### config.mk
export PLATFORM = sky130hd
export DESIGN_NAME = acc_top
export DESIGN_NICKNAME = d
export VERILOG_FILES = /design/src/hw/acc_mc_tick.v /design/src/hw/acc_pin_mux.v /design/src/hw/acc_top.v
export VERILOG_INCLUDE_DIRS = /design/src /design/src/inc
export SDC_FILE = /design/constraint.sdc
export NUM_CORES = 1
export LEC_CHECK = 0
export BUFFER_PORTS_ARGS = -buffer_cell sky130_fd_sc_hd__buf_2
export CORE_ASPECT_RATIO = 1.75
export CORE_MARGIN = 4
export CORE_UTILIZATION = 48
export DETAILED_ROUTE_END_ITERATION = 16
export PLACE_DENSITY_LB_ADDON = 0.12
export SYNTH_ARGS = -nofsm -noshare
export SYNTH_HDL_FRONTEND = slang
export SYNTH_HIERARCHICAL = 1
export SYNTH_SLANG_ARGS = --single-unit
### constraint.sdc
create_clock -name i_ref_clk -period 2.5 [get_ports i_ref_clk]
set_input_delay 0.5 -clock i_ref_clk [delete_from_list [all_inputs] [get_ports i_ref_clk]]
set_output_delay 0.5 -clock i_ref_clk [all_outputs]
set_load 0.02 [all_outputs]
### src/inc/acc_defines.vh
`ifndef ACC_DEFINES_VH
`define ACC_DEFINES_VH
`define ACC_ADDR_RESULT   8'h84
`define ACC_ADDR_CONTROL  8'hA0
`define ACC_BIT_ENABLE    5
`define ACC_BIT_DONE      4
`define ACC_BIT_START     3
`define ACC_CONV_MCYCLES  6'd40
`define ACC_CLK_PER_MC    4'd12
`define ACC_NUM_CH        5
`define ACC_CTRL_RESET    8'h00
`endif

### src/hw/acc_mc_tick.v
`timescale 1ns/1ns
`include "acc_defines.vh"
// Machine-cycle tick: one pulse every twelve core clocks
module acc_mc_tick (
  // Clock and reset
  input  wire i_ref_clk,
  input  wire i_srst,
  // Restart and tick
  input  wire i_restart,
  output reg  o_tick
);
  reg [3:0] cnt;
  always @(posedge i_ref_clk) begin
    if (i_srst) begin
      cnt    <= 4'h0;
      o_tick <= 1'b0;
    end else if (i_restart) begin
      // The start edge is the first core clock, so a run is exactly 480
      cnt    <= 4'h1;
      o_tick <= 1'b0;
    end else if (cnt == `ACC_CLK_PER_MC - 4'd1) begin
      cnt    <= 4'h0;
      o_tick <= 1'b1;
    end else begin
      cnt    <= cnt + 4'd1;
      o_tick <= 1'b0;
    end
  end
endmodule // acc_mc_tick

### src/hw/acc_pin_mux.v
`timescale 1ns/1ns
`include "acc_defines.vh"
// Digital view of the shared analog pins
module acc_pin_mux #(
  parameter NCH = `ACC_NUM_CH
) (
  // Clock and reset
  input  wire           i_ref_clk,
  input  wire           i_srst,
  // Control
  input  wire           i_enable,
  input  wire [2:0]     i_chan,
  // Pins
  input  wire [NCH-1:0] i_pin_in,
  input  wire [NCH-1:0] i_port_out,
  input  wire [NCH-1:0] i_port_oe,
  output reg  [NCH-1:0] o_pin_out,
  output reg  [NCH-1:0] o_pin_oe,
  output reg  [NCH-1:0] o_port_rd
);
  integer k;
  reg [NCH-1:0] next_rd;
  reg [NCH-1:0] next_oe;
  always @* begin
    next_rd = i_pin_in;
    next_oe = i_port_oe;
    for (k = 0; k < NCH; k = k + 1) begin
      if (i_enable) begin
        // Drivers float while enabled; software must not drive them
        next_oe[k] = 1'b0;
        if (i_chan == k[2:0])
          next_rd[k] = 1'b1;
      end
    end
  end
  always @(posedge i_ref_clk) begin
    if (i_srst) begin
      o_pin_out <= {NCH{1'b0}};
      o_pin_oe  <= {NCH{1'b0}};
      o_port_rd <= {NCH{1'b1}};
    end else begin
      o_pin_out <= i_port_out;
      o_pin_oe  <= next_oe;
      o_port_rd <= next_rd;
    end
  end
endmodule // acc_pin_mux

### src/hw/acc_top.v
`timescale 1ns/1ns
`include "acc_defines.vh"
module acc_top #(
  parameter NCH = `ACC_NUM_CH
) (
  // Clock and reset
  input  wire           i_ref_clk,
  input  wire           i_srst,
  // Special function register access, byte wide
  input  wire [7:0]     i_sfr_addr,
  input  wire           i_sfr_wr,
  input  wire           i_sfr_rd,
  input  wire [7:0]     i_sfr_wdata,
  output reg  [7:0]     o_sfr_rdata,
  // Power modes and interrupt enable
  input  wire           i_idle_enter,
  input  wire           i_pdown_enter,
  input  wire           i_converter_interrupt_enable,
  output reg            o_irq,
  // Analog front end
  input  wire [7:0]     i_analog_sample,
  output reg  [2:0]     o_mux_sel,
  output reg            o_conv_active,
  // Shared pins
  input  wire [NCH-1:0] i_pin_in,
  input  wire [NCH-1:0] i_port_out,
  input  wire [NCH-1:0] i_port_oe,
  output wire [NCH-1:0] o_pin_out,
  output wire [NCH-1:0] o_pin_oe,
  output wire [NCH-1:0] o_port_rd
);
  // ---------------------------------------------------------------
  // Control state
  // ---------------------------------------------------------------
  reg       converter_enable;
  reg       conversion_done_flag;
  reg       conversion_start_busy;
  reg [2:0] channel_select_field;
  reg [7:0] conversion_result;
  reg [5:0] mc_count;
  wire      mc_tick;

  wire wr_ctrl = i_sfr_wr && (i_sfr_addr == `ACC_ADDR_CONTROL);
  wire rd_res  = i_sfr_rd && (i_sfr_addr == `ACC_ADDR_RESULT);
  // Abort only hits a running conversion; a finished one is kept
  wire abort   = (i_idle_enter || i_pdown_enter) && conversion_start_busy;
  wire start   = wr_ctrl && i_sfr_wdata[`ACC_BIT_START]
                 && !conversion_start_busy && !conversion_done_flag;
  wire finish  = conversion_start_busy && mc_tick && !abort
                 && (mc_count == `ACC_CONV_MCYCLES - 6'd1);

  acc_mc_tick u_tick (
    .i_ref_clk (i_ref_clk),
    .i_srst    (i_srst),
    .i_restart (start),
    .o_tick    (mc_tick)
  );

  // ---------------------------------------------------------------
  // Conversion sequencer
  // ---------------------------------------------------------------
  always @(posedge i_ref_clk) begin
    if (i_srst) begin
      converter_enable      <= 1'b0;
      conversion_done_flag  <= 1'b0;
      conversion_start_busy <= 1'b0;
      channel_select_field  <= 3'h0;
      conversion_result     <= 8'h00;
      mc_count              <= 6'h00;
    end else begin
      // Whole-byte write only; bits 7:6 are dropped
      if (wr_ctrl) begin
        converter_enable <= i_sfr_wdata[`ACC_BIT_ENABLE];
        if (!conversion_done_flag && !conversion_start_busy)
          channel_select_field <= i_sfr_wdata[2:0];
      end
      // Starts while busy or done are simply lost
      if (start) begin
        conversion_start_busy <= 1'b1;
        mc_count              <= 6'h00;
      end else if (abort) begin
        conversion_start_busy <= 1'b0;
        mc_count              <= 6'h00;
      end else if (finish) begin
        conversion_start_busy <= 1'b0;
        conversion_result     <= i_analog_sample;
        mc_count              <= 6'h00;
      end else if (conversion_start_busy && mc_tick) begin
        mc_count <= mc_count + 6'd1;
      end
      // Set wins over a read in the same cycle; never 11
      if (finish)
        conversion_done_flag <= 1'b1;
      else if (rd_res)
        conversion_done_flag <= 1'b0;
    end
  end

  // ---------------------------------------------------------------
  // Registered outputs
  // ---------------------------------------------------------------
  always @(posedge i_ref_clk) begin
    if (i_srst) begin
      o_sfr_rdata   <= 8'h00;
      o_irq         <= 1'b0;
      o_mux_sel     <= 3'h0;
      o_conv_active <= 1'b0;
    end else begin
      if (i_sfr_addr == `ACC_ADDR_CONTROL)
        o_sfr_rdata <= {2'b00, converter_enable, conversion_done_flag,
                        conversion_start_busy, channel_select_field};
      else if (i_sfr_addr == `ACC_ADDR_RESULT)
        o_sfr_rdata <= conversion_result;
      else
        o_sfr_rdata <= 8'h00;
      o_irq <= conversion_done_flag && i_converter_interrupt_enable;
      o_mux_sel     <= channel_select_field;
      o_conv_active <= conversion_start_busy && converter_enable;
    end
  end

  acc_pin_mux #(.NCH(NCH)) u_pins (
    .i_ref_clk  (i_ref_clk),
    .i_srst     (i_srst),
    .i_enable   (converter_enable),
    .i_chan     (channel_select_field),
    .i_pin_in   (i_pin_in),
    .i_port_out (i_port_out),
    .i_port_oe  (i_port_oe),
    .o_pin_out  (o_pin_out),
    .o_pin_oe   (o_pin_oe),
    .o_port_rd  (o_port_rd)
  );
endmodule // acc_top

## After elaboration in Yosys (flattened, before gate mapping)

Index checks and enable logic that the tools add are counted.
Widths: inputs -> output; s select.

| word-level totals | value |
|---|---|
| bits in registers | 53 |
| latch bits | 0 |
| bits in writable memories | 0 |
| memory bits (read-only) | 0 |
| input port bits | 46 |
| output and inout bits | 28 |
| logic and storage cells | 76 |
| memories kept | 0 |

| operators by class | value |
|---|---|
| $add $sub $neg | 2 |
| multipliers | 0 |
| div/mod/pow operators | 0 |
| order comparisons | 0 |
| equality and inequality tests | 8 |
| shifts and indexed selects | 0 |
| multiplexer cells | 20 |
| bitwise logic cells | 3 |
| reduce and logical (&&, ||, !) cells | 26 |

Operator list:

| operator | count |
|---|---|
| $mux 1 | 18 |
| $eq 8x8->1 const B | 2 |
| $logic_and 1x1->1 | 12 |
| $mux 6 | 2 |
| $add 6x1->6 const B | 1 |
| $eq 3x2->1 const B | 2 |
| $eq 6x6->1 const B | 1 |
| $reduce_or 3->1 | 2 |
| $add 4x1->4 const B | 1 |
| $eq 4x4->1 const B | 1 |
| $reduce_or 2->1 | 2 |
| $reduce_or 4->1 | 1 |
| $eq 3x1->1 const B | 1 |
| $eq 3x3->1 const B | 1 |
| $logic_not 1->1 | 3 |
| $logic_not 3->1 | 1 |
| $not 1->1 | 3 |
| $reduce_and 3->1 | 1 |
| $reduce_bool 3->1 | 1 |
| $reduce_and 2->1 | 1 |
| $reduce_bool 2->1 | 1 |
| $logic_or 1x1->1 | 1 |

## Logic depth before layout (Yosys ltp)

Gate-level depths: netlist of the first run.

| logic depth | value |
|---|---|
| depth after elaboration | 8 |
| depth in mapped cells | 6 |
| gate-level depth less buffers | 4 |

## Modules after synthesis

The synthesis of the first run kept the hierarchy.

By module, submodules not included:

| module | times used | cells each | area each (µm²) | seq. area each (µm²) |
|---|---|---|---|---|
| acc_top | 1 | 133 | 1,386.3 | 660.6 |
| acc_pin_mux | 1 | 36 | 446.7 | 300.3 |
| acc_mc_tick | 1 | 21 | 195.2 | 100.1 |

## Worst setup path before layout of the first run

Ideal clock, no wire load.

| timing path | value |
|---|---|
| kind | input-to-reg |
| start point | in i_sfr_addr[1] |
| end point | reg u_tick.cnt[1] |
| setup time | 0.115 ns |
| arrival | 1.904 ns |
| required time | 2.385 ns |
| setup slack | 0.480 ns |
| cell stages on the path | 5 |
| buffers on the path | 1 |
| cell sequence | or4_4 > buf_6 > nor4_4 > nor2_1 > and3_1 |

| between the ends | value |
|---|---|
| cells in the longest elaborated chain, start to end | 6 |

RTL lines:

| element | line | source |
|---|---|---|
| from (decl) | acc_top.v:10 | `input wire [7:0] i_sfr_addr,` |
| $eq 8x8->1 (no source line) | - |  |
| $logic_and 1x1->1 | acc_top.v:43 | `` wire wr_ctrl = i_sfr_wr && (i_sfr_addr == `ACC_ADDR_CONTROL); `` |
| $logic_and 1x1->1 (3 in a row) | acc_top.v:47 | `` wire start = wr_ctrl && i_sfr_wdata[`ACC_BIT_START] `` |
| via start | acc_top.v:47 |  |
| $reduce_or 3->1 (no source line) | - |  |
| to (signal assigned) | acc_mc_tick.v:25 | `cnt <= cnt + 4'd1;` |
| to (decl) | acc_mc_tick.v:12 | `reg [3:0] cnt;` |

The timed path passes the listed nets, and every way through them passes these cells.
A chain may end at the register's enable or synchronous reset.

## Worst setup path in the final report of the first run

| timing path | value |
|---|---|
| start point | reg conversion_start_busy |
| end point | reg mc_count[1] |

| between the ends | value |
|---|---|
| cells in the longest elaborated chain, start to end | 5 |
| elaborated cells on any way between the ends | 9 |
| classes of those cells | 9 x reduce/logical |

RTL lines:

| element | line | source |
|---|---|---|
| from (decl) | acc_top.v:37 | `reg conversion_start_busy;` |
| from (signal assigned) | acc_top.v:66 | `conversion_start_busy <= 1'b0;` |
| from (signal assigned) | acc_top.v:79 | `conversion_start_busy <= 1'b1;` |
| from (signal assigned) | acc_top.v:82 | `conversion_start_busy <= 1'b0;` |
| $logic_and 1x1->1 | acc_top.v:46 | `wire abort = (i_idle_enter \|\| i_pdown_enter) && conversion_start_busy;` |
| $logic_not 1->1 | acc_top.v:49 | `wire finish = conversion_start_busy && mc_tick && !abort` |
| $logic_and 1x1->1 (2 in a row) | acc_top.v:49 |  |
| $reduce_or 4->1 (no source line) | - |  |
| to (signal assigned) | acc_top.v:89 | `mc_count <= mc_count + 6'd1;` |
| to (decl) | acc_top.v:40 | `reg [5:0] mc_count;` |

Several ways; a longest one is shown, not always the timed one.

==> out/results.tsv, run 1 <==
stage	metric	value	unit
grt	grt_antenna_before_repair	0	
grt	global_route.peak_usage_layer	met2	
clock_tree	worst_setup_hold_path_clk_slew	90	ps
grt	first_pass_grt_wire_length	7250	um
floorplan	pin_count	74	
synth	syn_area_per_cell	10.7	sq um
worst_hold_path	worst_hold_path_type	primary input to register	
worst_hold_path	worst_hold_startpoint	i_pin_in[0]	
placed_design	place_congestion	0.720	
clock_tree	clock-sinks	53	
clock_tree	cts_buffer_depth	2	
clock_tree	ctsHoldBuffers	0	
synth	yosys_warnings	6	
timing	unrepaired_setup_endpoints_after_global_routing	no	
grt	grt_pass1_vias	1638	
synth	postSynthCellCount	190	
pwr	cellInternalPower	1.11	mW
clock_tree	cts_inserted_buffers	5	
critical_path	rr_worst_depth	3	
grt	grt.met2_usage	0.314	
clock_tree	htree_num_levels	2	
critical_path	timing.critical_path.cells	nand4_1 -> o311ai_1 -> nor3_1	
floorplan	core_area	4110	sq um
grt	maximum_number_of_pins_on_one_net_before_global_route_repair	19	
route	firstDrtPassIters	4	
critical_path	criticalPathCategory	register to register	
placed_design	detailed_place_hpwl	3350	um
placed_design	place_ws	523	ps
cells_and_area	nets	311	
timing	period_share	0.760	
grt	globalRouteOverflowTotal	0	
timing	finalHoldWorstSlack	372	ps
clock_tree	postCtsResizedCells	0	
synth	yosysSeqAreaShare	0.523	
pwr	worst_vdd_drop	0.000404	V
timing	finalSetupTns	0	ps
timing	setup_viol_count_final	0	
synth	yosysUniqueCellTypes	50	
cells_and_area	layout-drive-gt1-share	0.383	
cells_and_area	fill_cells	391	
timing	slew-limit-headroom	0.310	
pwr	p_switching	0.338	mW
placed_design	post-place-cells	305	
cells_and_area	layout-area-overhead-vs-synth	24.1	%
clock_tree	cts_root_buffer	clkbuf_8	
clock_tree	cts_tree	built	
worst_hold_path	holdPathStages	2	
timing	layout_setup_ws	600	ps
critical_path	worstReg2RegStart	conversion_start_busy	
pwr	sw_ratio	0.233	
grt	grt_util_met1	0.183	
critical_path	startpoint_type	register	
synth	postSynthRegisterBits	53	
floorplan	initial_core_util	0.493	
critical_path	critical_path.n_buffers_inverters	0	
clock_tree	clk-insertion-delay-late	310	ps
timing	final_max_slew_viol_count	0	
pwr	power.clock.fraction	0.325	
cells_and_area	antenna_cells	0	
route	drt-initial-drc-count	35	
route	postRouteAntennaNets	0	
pwr	seqPwrFrac	0.599	
placed_design	portBuffers	70	
pwr	total_power	1.45	mW
synth	synthesized_cell_area	2030	sq um
critical_path	required_time_of_the_critical_path	2660	ps
timing	final_hold_viol_count	0	
pwr	power_leakage	1.08	nW
floorplan	die_area	5370	sq um
timing	fin_worst_skew	5.80	ps
cells_and_area	post_layout_nonfiller_instances	313	
clock_tree	postCtsSetupBuffers	0	
synth	synth.net_count	238	
critical_path	ff2ff_setup_slack	600	ps
critical_path	critical-path-top-delay-family	compound AO/OA/AOI/OAI gates	
timing	fmaxAchievable	0.526	GHz
floorplan	placementRows	31	
synth	synth_flop_cell	dfxtp_1	
critical_path	kind_of_capture_point_of_the_worst_setup_path	register	
route	drt_drc_violations_left	0	
synth	synth_async_sr_flop_share	0	
timing	tightestPinTransition	1020	ps
critical_path	r2r-end	mc_count[1]	
critical_path	critical_path_peak_fanout	11	
floorplan	chipWidth	57.1	um
timing	final.min_clock_period	1900	ps
route	via_count	1668	
worst_hold_path	min_to	u_pins/o_port_rd[0]	
run_status	outcome	complete, no violations	
synth	synth_edf_count	0	
route	post_drt_via_cell_ratio	5.33	
run	max_cap_violations	0	
critical_path	timing.critical_path.slowest_cell_delay	910	ps
grt	grt_util_met3	0.0399	
critical_path	worstPathArrival	2050	ps
route	avgRoutedWirePerCell	14.1	um
floorplan	chipHeight	94.0	um
grt	grtUsageTotal	0.171	
pwr	p_per_area	575	nW/um^2
pwr	share_comb_of_total_power	0.076	
route	wirelength	4430	um
critical_path	slowest_stage	o311ai_1	
cell usage after synthesis (all sizes together), types with 3 or more instances:
library cell   n  share of area
nor2b         12          0.041
dfxtp         53           0.52
a211oi         3          0.011
and3           4          0.012
nand3          3         0.0074
a22o           6          0.026
mux2           3          0.017
a311oi         8          0.035
nor4           4          0.020
nor3           7          0.022
clkbuf         4         0.0074
buf            4          0.012
nor2           5         0.0093
o21ai          3         0.0074
a21oi          3         0.0074
a311o          4          0.020
nand2          3         0.0056
and2           5          0.015
a31o           8          0.035
inv           17          0.031
power by group through the flow:
stage          Sequential [mW]  Clock (mW)  Combinational [mW]
4_1_cts                  0.866       0.489               0.112
3_5_place_dp             0.886           0               0.111
3_3_place_gp             0.886           0               0.110
6_report                 0.866       0.470               0.111
5_1_grt                  0.868       0.519               0.122
2_1_floorplan            0.903           0              0.0379
flip-flops by register name, indices dropped and copies added (netlist names):
| signal | count |
|---|---|
| conversion_result | 8 |
| o_sfr_rdata | 8 |
| mc_count | 6 |
| u_pins/o_pin_oe | 5 |
| u_pins/o_pin_out | 5 |
| u_pins/o_port_rd | 5 |
| u_tick/cnt | 4 |
| channel_select_field | 3 |
| o_mux_sel | 3 |
| conversion_done_flag | 1 |
| conversion_start_busy | 1 |
| converter_enable | 1 |
| o_conv_active | 1 |
| o_irq | 1 |
| u_tick/o_tick | 1 |
per-layer routing:
layer / up-vias / share of wire / wire length (um)
met1: 775 / 0.38 / 1680
met2: 46 / 0.54 / 2400
met5: - / 0 / 0
met4: 0 / 0.016 / 71
met3: 7 / 0.063 / 279
li1: 840 / - / -
worst register-to-register path: stages (launching register included):
cell and delay (ps):
dfxtp_1 550, nand4_1 200, o311ai_1 910, nor3_1 100
cell type report:
type	count	area, sq um	share of cell area
clock buffer	6	72.6	0.0288
clock inverter	2	15.0	0.00596
timing repair buffer	74	380	0.151
sequential	53	1060	0.421
multi-input combinational	112	863	0.343
inverter	17	63.8	0.0253
tap	49	61.3	0.0244
cell usage in the layout, fill, tap and decap left out, drive strengths merged, types with 2 or more instances in the layout:
cell	Yosys	final
a22o	6	6
and4	2	2
or3	2	2
inv	17	17
mux2	3	3
nor3b	2	2
nand2	3	3
nand4	2	2
and2	5	5
buf	4	74
nor2b	12	12
a311oi	8	8
clkbuf	4	6
xor2	2	2
clkinvlp	0	2
o31ai	2	2
a21oi	3	3
or4	2	2
o21ai	3	3
ha	2	2
nor3	7	7
and3	4	4
dfxtp	53	53
a311o	4	4
nor4	4	4
a211oi	3	3
or4bb	2	2
nor2	5	5
a31o	8	8
nand3	3	3
worst max-delay path by stage:
stage | end | start | cells after the start
after floorplan | u_tick/cnt[1] | i_sfr_addr[1] | 5
after global placement | mc_count[5] | i_sfr_addr[1] | 5
after detailed placement | mc_count[5] | i_sfr_addr[1] | 5
after CTS | mc_count[2] | conversion_start_busy | 3
after global routing | mc_count[4] | conversion_start_busy | 3
final | mc_count[1] | conversion_start_busy | 3
logic make-up (layout without fill, tap and decap cells):
| logic type | count (synthesis) | after routing | synth area share |
|---|---|---|---|
| simple gates | 60 | 60 | 0.203 |
| buf+inv | 25 | 99 | 0.0512 |
| compound gates | 44 | 44 | 0.180 |
| flops | 53 | 53 | 0.523 |
| fa+ha+maj | 2 | 2 | 0.0123 |
| xor+xnor | 2 | 2 | 0.00864 |
| mux | 4 | 4 | 0.0216 |
through the flow:
stage | area (sq um) | util
after floorplan | 2030 | -
after global placement | 2430 | 0.591
after detailed placement | 2430 | 0.591
after CTS | 2520 | 0.612
after global routing | 2520 | 0.612
final | 2520 | 0.612
No activity file was read; power rests on OpenSTA's default activity.
==> run 2, diff against run 1 <==
--- a/config.mk
+++ b/config.mk
@@ -6,10 +6,11 @@
 export SDC_FILE = /design/constraint.sdc
 export NUM_CORES = 1
 export LEC_CHECK = 0
+export ABC_AREA = 1
 export BUFFER_PORTS_ARGS = -buffer_cell sky130_fd_sc_hd__buf_2
 export CORE_ASPECT_RATIO = 1.75
 export CORE_MARGIN = 4
-export CORE_UTILIZATION = 48
+export CORE_UTILIZATION = 44
 export DETAILED_ROUTE_END_ITERATION = 16
 export PLACE_DENSITY_LB_ADDON = 0.12
 export SYNTH_ARGS = -nofsm -noshare
==> constraint.sdc (replaced) <==
create_clock -name i_ref_clk -period 1.7 [get_ports i_ref_clk]
set_input_delay 0.34 -clock i_ref_clk [delete_from_list [all_inputs] [get_ports i_ref_clk]]
set_output_delay 0.34 -clock i_ref_clk [all_outputs]
set_load 0.02 [all_outputs]
==> run 2 against run 1 <==
  * Die area up 8.7%
  * Fmax up 36%
  * Non-clock buffer count unchanged
  * Sequential power up 48%
  * Worst hold slack worse by 160 ps
  * Count of clock-buffer cells in the layout down 1
  * Total power up 48%
  * Critical path type unchanged
==> out/results.tsv, run 2 <==
stage	metric	value	unit	change
run_status	outcome	complete, no violations		
clock_tree	clk-insertion-delay-late	300	ps	about the same
critical_path	required_time_of_the_critical_path	1900	ps	-760 ps
clock_tree	cts_buffer_depth	2		unchanged
route	drt_drc_violations_left	0		unchanged
route	via_count	1755		+5.2%
critical_path	worstPathArrival	1600	ps	-450 ps
synth	syn_area_per_cell	7.73	sq um	-28%
timing	setup_viol_count_final	0		unchanged
clock_tree	postCtsSetupBuffers	0		unchanged
timing	period_share	0.822		+0.0619
placed_design	detailed_place_hpwl	3200	um	-4.5%
floorplan	placementRows	32		+3.2%
cells_and_area	antenna_cells	0		unchanged
timing	layout_setup_ws	303	ps	-297 ps
placed_design	place_area	2450	sq um	+0.98%
clock_tree	clock-sinks	53		unchanged
pwr	p_per_area	844	nW/um^2	+47%
run	max_cap_violations	0		unchanged
cells_and_area	finalCoreUtilization	0.572		-0.0399
grt	globalRouteOverflowTotal	0		unchanged
route	postRouteAntennaNets	0		unchanged
route	post_drt_via_cell_ratio	4.47		-16%
worst_hold_path	holdPathStages	3		+1
pwr	total_power	2.15	mW	+48%
critical_path	critical_path_peak_fanout	7		-4
timing	slew-limit-headroom	0.770		+0.460
floorplan	initial_core_util	0.459		-0.0338
cells_and_area	post_layout_nonfiller_instances	393		+26%
pwr	sw_ratio	0.239		+0.00549
floorplan	die_area	5840	sq um	+8.7%
route	firstDrtPassIters	4		unchanged
synth	post-synth-top-area-fraction	0.520		-0.00353
floorplan	core_area	4440	sq um	+8.1%
timing	final_hold_viol_count	0		unchanged
grt	grtUsageTotal	0.143		-0.0277
synth	postSynthRegisterBits	53		unchanged
clock_tree	worst_setup_hold_path_clk_slew	90	ps	about the same
clock_tree	cts_root_buffer	clkbuf_8		
critical_path	rr_worst_depth	6		+3
synth	synth.net_count	312		+31%
synth	synthesized_cell_area	2040	sq um	+0.68%
cells_and_area	fill_cells	455		+16%
synth	synthDominantAreaCellType	dfxtp_1		
synth	yosysMostFrequentCell	nor2_1		
critical_path	criticalPathCategory	register to register		
floorplan	chipWidth	59.5	um	+4.1%
route	wirelength	4050	um	-8.5%
pwr	cellInternalPower	1.63	mW	+47%
synth	postSynthCellCount	264		+39%
timing	finalSetupTns	0	ps	unchanged
grt	maximum_number_of_pins_on_one_net_before_global_route_repair	18		-1
synth	synth_flop_cell	dfxtp_1		
route	drt-initial-drc-count	21		-40%
floorplan	pin_count	74		unchanged
pwr	share_comb_of_total_power	0.080		+0.004
critical_path	kind_of_capture_point_of_the_worst_setup_path	register		
synth	yosysSeqAreaShare	0.520		-0.00353
timing	fmaxAchievable	0.716	GHz	+36%
timing	unrepaired_setup_endpoints_after_global_routing	no		
grt	grt_pass1_vias	1590		-2.9%
floorplan	chipHeight	98.1	um	+4.4%
route	avgRoutedWirePerCell	10.3	um	-27%
clock_tree	postCtsResizedCells	0		unchanged
placed_design	place_congestion	0.722		+0.29%
cells_and_area	largest_registers	conversion_result: 8 flops, o_sfr_rdata: 8 flops, mc_count: 6 flops		
grt	first_pass_grt_wire_length	6520	um	-10%
cells_and_area	layout.cells.most_common	buf_2		
cells_and_area	most-common-layout-cells	buf_2 (70), nor2_1 (54), dfxtp_1 (53)		
timing	fin_worst_skew	6.08	ps	+0.285 ps
placed_design	portBuffers	70		unchanged
pwr	power.clock.fraction	0.326		about the same
synth	yosys_warnings	6		unchanged
pwr	seqPwrFrac	0.594		-0.005
placed_design	post-place-cells	385		+26%
timing	finalHoldWorstSlack	213	ps	-158 ps
timing	final_max_slew_viol_count	0		unchanged
grt	grt_antenna_before_repair	0		unchanged
clock_tree	htree_num_levels	2		unchanged
clock_tree	cts_inserted_buffers	5		unchanged
synth	synth_top_cells_by_area	dfxtp_1 (52%), nor2_1 (9.9%), inv_1 (9.2%)		
clock_tree	cts_tree	built		
pwr	worst_vdd_drop	0.000608	V	+51%
timing	final.min_clock_period	1400	ps	-503 ps
synth	synth_async_sr_flop_share	0		unchanged
cells_and_area	layout-area-overhead-vs-synth	24.6	%	
cells_and_area	nets	389		+25%
synth	synth_edf_count	0		unchanged
pwr	p_switching	0.513	mW	+52%
placed_design	place_ws	300	ps	-224 ps
timing	tightestPinTransition	344	ps	-675 ps
clock_tree	ctsHoldBuffers	0		unchanged
critical_path	startpoint_type	register		
synth	yosysUniqueCellTypes	24		-52%
pwr	power_leakage	1.24	nW	+15%
worst_hold_path	worst_hold_path_type	primary input to register		
cells_and_area	layout.cell_area.non_filler	2540	sq um	+1.0%
cells_and_area	layout-drive-gt1-share	0.289		-0.0931
synth	synth_common_cells	nor2_1 (54), dfxtp_1 (53), inv_1 (50)		
run 2: kinds of logic after synthesis:
| group | Yosys count | share of synthesized area |
|---|---|---|
| simple gates | 120 | 0.254 |
| buf+inv | 55 | 0.110 |
| flops | 53 | 0.520 |
| compound gates | 27 | 0.0735 |
| xor+xnor | 6 | 0.0257 |
| fa+ha+maj | 2 | 0.0123 |
| mux | 1 | 0.00551 |
run 2: path summary, 6_finish.rpt:
check                           slack [ps]             endpoint             startpoint
worst max register to register         300        u_tick/cnt[1]  conversion_start_busy
worst max-delay path                   300        u_tick/cnt[1]  conversion_start_busy
worst min-delay path                   210  u_pins/o_port_rd[0]            i_pin_in[0]
worst min register to register         440       o_sfr_rdata[7]   conversion_result[7]
run 2: power by group through the flow:
stage	combinational [mW]	sequential [mW]	clock (mW)
final	0.171	1.28	0.700
after global routing	0.195	1.28	0.775
after CTS	0.175	1.28	0.731
after detailed placement	0.174	1.31	0
after global placement	0.172	1.30	0
after floorplan	0.0672	1.33	0
run 2: metal layers:
metal / vias to the layer above / routed length (um) / global-route usage
li1: 942 / - / -
met1: 758 / 1510 / 0.142
met2: 51 / 2180 / 0.269
met3: 4 / 315 / 0.0344
met4: 0 / 41 / 0.0563
met5: - / 0 / 0
run 2: layout make-up:
type	count	area (sq um)	area share
clock inverter	3	21.3	0.00836
timing repair buffer	74	380	0.150
multi-input combinational	156	757	0.298
sequential	53	1060	0.417
clock buffer	5	68.8	0.0271
tap	51	63.8	0.0251
inverter	51	191	0.0753
run 2: critical path, stage by stage (launching register included):
cell and delay (ps):
dfxtp_1 400, nor2_1 330, nand4_1 230, inv_1 140
nor2_1 60, nand2_2 100, nor2_1 50
==> run 3, diff against run 2 <==
==> constraint.sdc (replaced) <==
create_clock -name i_ref_clk -period 1.27 [get_ports i_ref_clk]
set_input_delay 0.254 -clock i_ref_clk [delete_from_list [all_inputs] [get_ports i_ref_clk]]
set_output_delay 0.254 -clock i_ref_clk [all_outputs]
set_load 0.02 [all_outputs]
==> run 3 against run 2 <==
  * The flow now finishes with violations (negative setup slack)
  * Critical path depth grew 1
  * Largest power group unchanged
  * Core utilization grew 4.4 points
  * Global-route usage grew 0.58 points
  * Critical endpoint is now conversion_result[2]
  * Count of clock-buffer cells in the layout did not move
==> out/results.tsv, run 3 (synthesis results as in run 2) <==
stage	metric	value	unit	change
run_status	outcome	complete, but fails checks		
run_status	failed_checks	negative setup slack		
worst_hold_path	worst_hold_startpoint	i_pin_in[0]		
floorplan	die_area	5840	sq um	unchanged
clock_tree	cts_buffer_depth	2		unchanged
cells_and_area	layout-drive-gt1-share	0.351		+0.0620
clock_tree	cts_tree	built		
grt	grt_pass1_vias	1611		+1.3%
grt	grtUsageTotal	0.149		+0.00583
critical_path	criticalPathCategory	register to register		
pwr	worst_vdd_drop	0.000966	V	+59%
grt	grt_antenna_before_repair	0		unchanged
run	max_cap_violations	0		unchanged
route	post_drt_via_cell_ratio	4.49		+0.52%
clock_tree	cts_root_buffer	clkbuf_8		
critical_path	timing.critical_path.slowest_cell_delay	360	ps	-40 ps
critical_path	startpoint	mc_count[1]		
cells_and_area	layout-area-overhead-vs-synth	34.3	%	
clock_tree	cts_inserted_buffers	5		unchanged
clock_tree	clock-sinks	53		unchanged
pwr	p_per_area	1070	nW/um^2	+27%
cells_and_area	nets	397		+2.1%
cells_and_area	most-common-layout-cells	buf_2 (70), nor2_1 (52), inv_1 (50), dfxtp_1 (50), nand2_1 (37)		
timing	tightestPinTransition	402	ps	+57.6 ps
timing	final_hold_viol_count	0		unchanged
placed_design	detailed_place_hpwl	3280	um	+2.6%
worst_hold_path	holdPathStages	3		unchanged
grt	globalRouteOverflowTotal	0		unchanged
clock_tree	htree_num_levels	2		unchanged
grt	first_pass_grt_wire_length	6680	um	+2.4%
timing	unrepaired_setup_endpoints_after_global_routing	yes		
timing	setup_viol_count_final	1		+1
timing	period_share	1.01		+0.185
floorplan	placementRows	32		unchanged
worst_hold_path	worst_hold_path_type	primary input to register		
floorplan	core_area	4440	sq um	unchanged
timing	final.min_clock_period	1280	ps	-118 ps
timing	final_max_slew_viol_count	0		unchanged
timing	layout_setup_ws	-9.08	ps	-312 ps
route	drt-initial-drc-count	30		+43%
clock_tree	worst_setup_hold_path_clk_slew	100	ps	about the same
timing	slew-limit-headroom	0.729		-0.0404
critical_path	timing.critical_path.cells	ha_4 -> nand2_2 -> nor2_4 -> nand3_4 -> buf_12 -> o21ai_4 -> a21oi_2		
grt	maximum_number_of_pins_on_one_net_before_global_route_repair	19		+1
clock_tree	clk-insertion-delay-late	300	ps	about the same
cells_and_area	antenna_cells	0		unchanged
route	postRouteAntennaNets	0		unchanged
route	avgRoutedWirePerCell	10.8	um	+4.9%
critical_path	worstPathArrival	1490	ps	-110 ps
critical_path	startpoint_type	register		
floorplan	chipHeight	98.1	um	unchanged
route	firstDrtPassIters	4		unchanged
route	wirelength	4330	um	+7.0%
placed_design	place_congestion	0.719		-0.50%
timing	fmaxAchievable	0.782	GHz	+9.2%
cells_and_area	layout.cells.most_common	buf_2		
critical_path	required_time_of_the_critical_path	1480	ps	-420 ps
cells_and_area	largest_registers	conversion_result: 8 flops, o_sfr_rdata: 8 flops, mc_count: 6 flops		
floorplan	initial_core_util	0.459		unchanged
critical_path	slowest_stage	dfxtp_2		
floorplan	pin_count	74		unchanged
timing	fin_worst_skew	1.30	ps	-4.78 ps
placed_design	place_ws	-63.2	ps	-363 ps
critical_path	kind_of_capture_point_of_the_worst_setup_path	register		
floorplan	chipWidth	59.5	um	unchanged
route	drt_drc_violations_left	0		unchanged
placed_design	portBuffers	70		unchanged
critical_path	critical_path_peak_fanout	8		+1
critical_path	rr_worst_depth	7		+1
pwr	power_leakage	1.31	nW	+5.3%
pwr	total_power	2.93	mW	+36%
route	via_count	1800		+2.6%
critical_path	worstReg2RegStart	mc_count[1]		
[run 3: where the power goes]
| group | internal [mW] | switching, mW |
|---|---|---|
| sequential | 1.69 | 0.0127 |
| combinational | 0.111 | 0.137 |
| clock | 0.402 | 0.577 |
| total | 2.20 | 0.726 |
[run 3: path summary, 6_finish.rpt]
kind                                to  slack (ps)
setup / recovery  conversion_result[2]          -9
hold / removal     u_pins/o_port_rd[0]         120
setup reg to reg  conversion_result[2]          -9
hold reg to reg         o_sfr_rdata[6]         440
[run 3: routing by layer]
metal  routed length, um  global-route usage
met4                  91              0.0563
met1                1560               0.149
met5                   0                   0
met3                 311              0.0370
met2                2370               0.279
[run 3: what timing repair did]
item / 4_1_cts / 5_1_grt
hold endpoints to repair: 0 / 0
pin swaps: 1 / 3
cloned: 0 / 1
gates resized for setup: 6 / 24
hold buffers: 0 / 0
endpoints found under the setup margin: 14 / 15
buffers inserted: 0 / 1
[run 3: through the flow]
step / cell area, sq um / hold slack (ps) / cells / TNS, ps / utilization
6_report: 2740 / 125 / 401 / -9.08 / 0.617
3_3_place_gp: 2520 / 424 / 391 / -106 / 0.568
3_5_place_dp: 2520 / 428 / 391 / -377 / 0.568
2_1_floorplan: 2040 / 316 / 264 / 0 / -
4_1_cts: 2620 / 114 / 399 / 0 / 0.590
5_1_grt: 2740 / 115 / 401 / -810 / 0.617
[run 3: critical path: cells and delay by family (launching register included)]
| family | cells | cell delay (ps) |
|---|---|---|
| compound gates | 2 | 170 |
| flops | 1 | 360 |
| buf+inv | 1 | 180 |
| simple gates | 3 | 320 |
| fa+ha+maj | 1 | 140 |
[run 3: area by class of cell]
cell class                      count  area (sq um)
Fill cell                         437          1700
Sequential cell                    53          1070
Multi-Input combinational cell    156           841
Timing Repair Buffer               82           483
Inverter                           51           191
Clock buffer                        5          68.8
Tap cell                           51          63.8
Clock inverter                      3          26.3
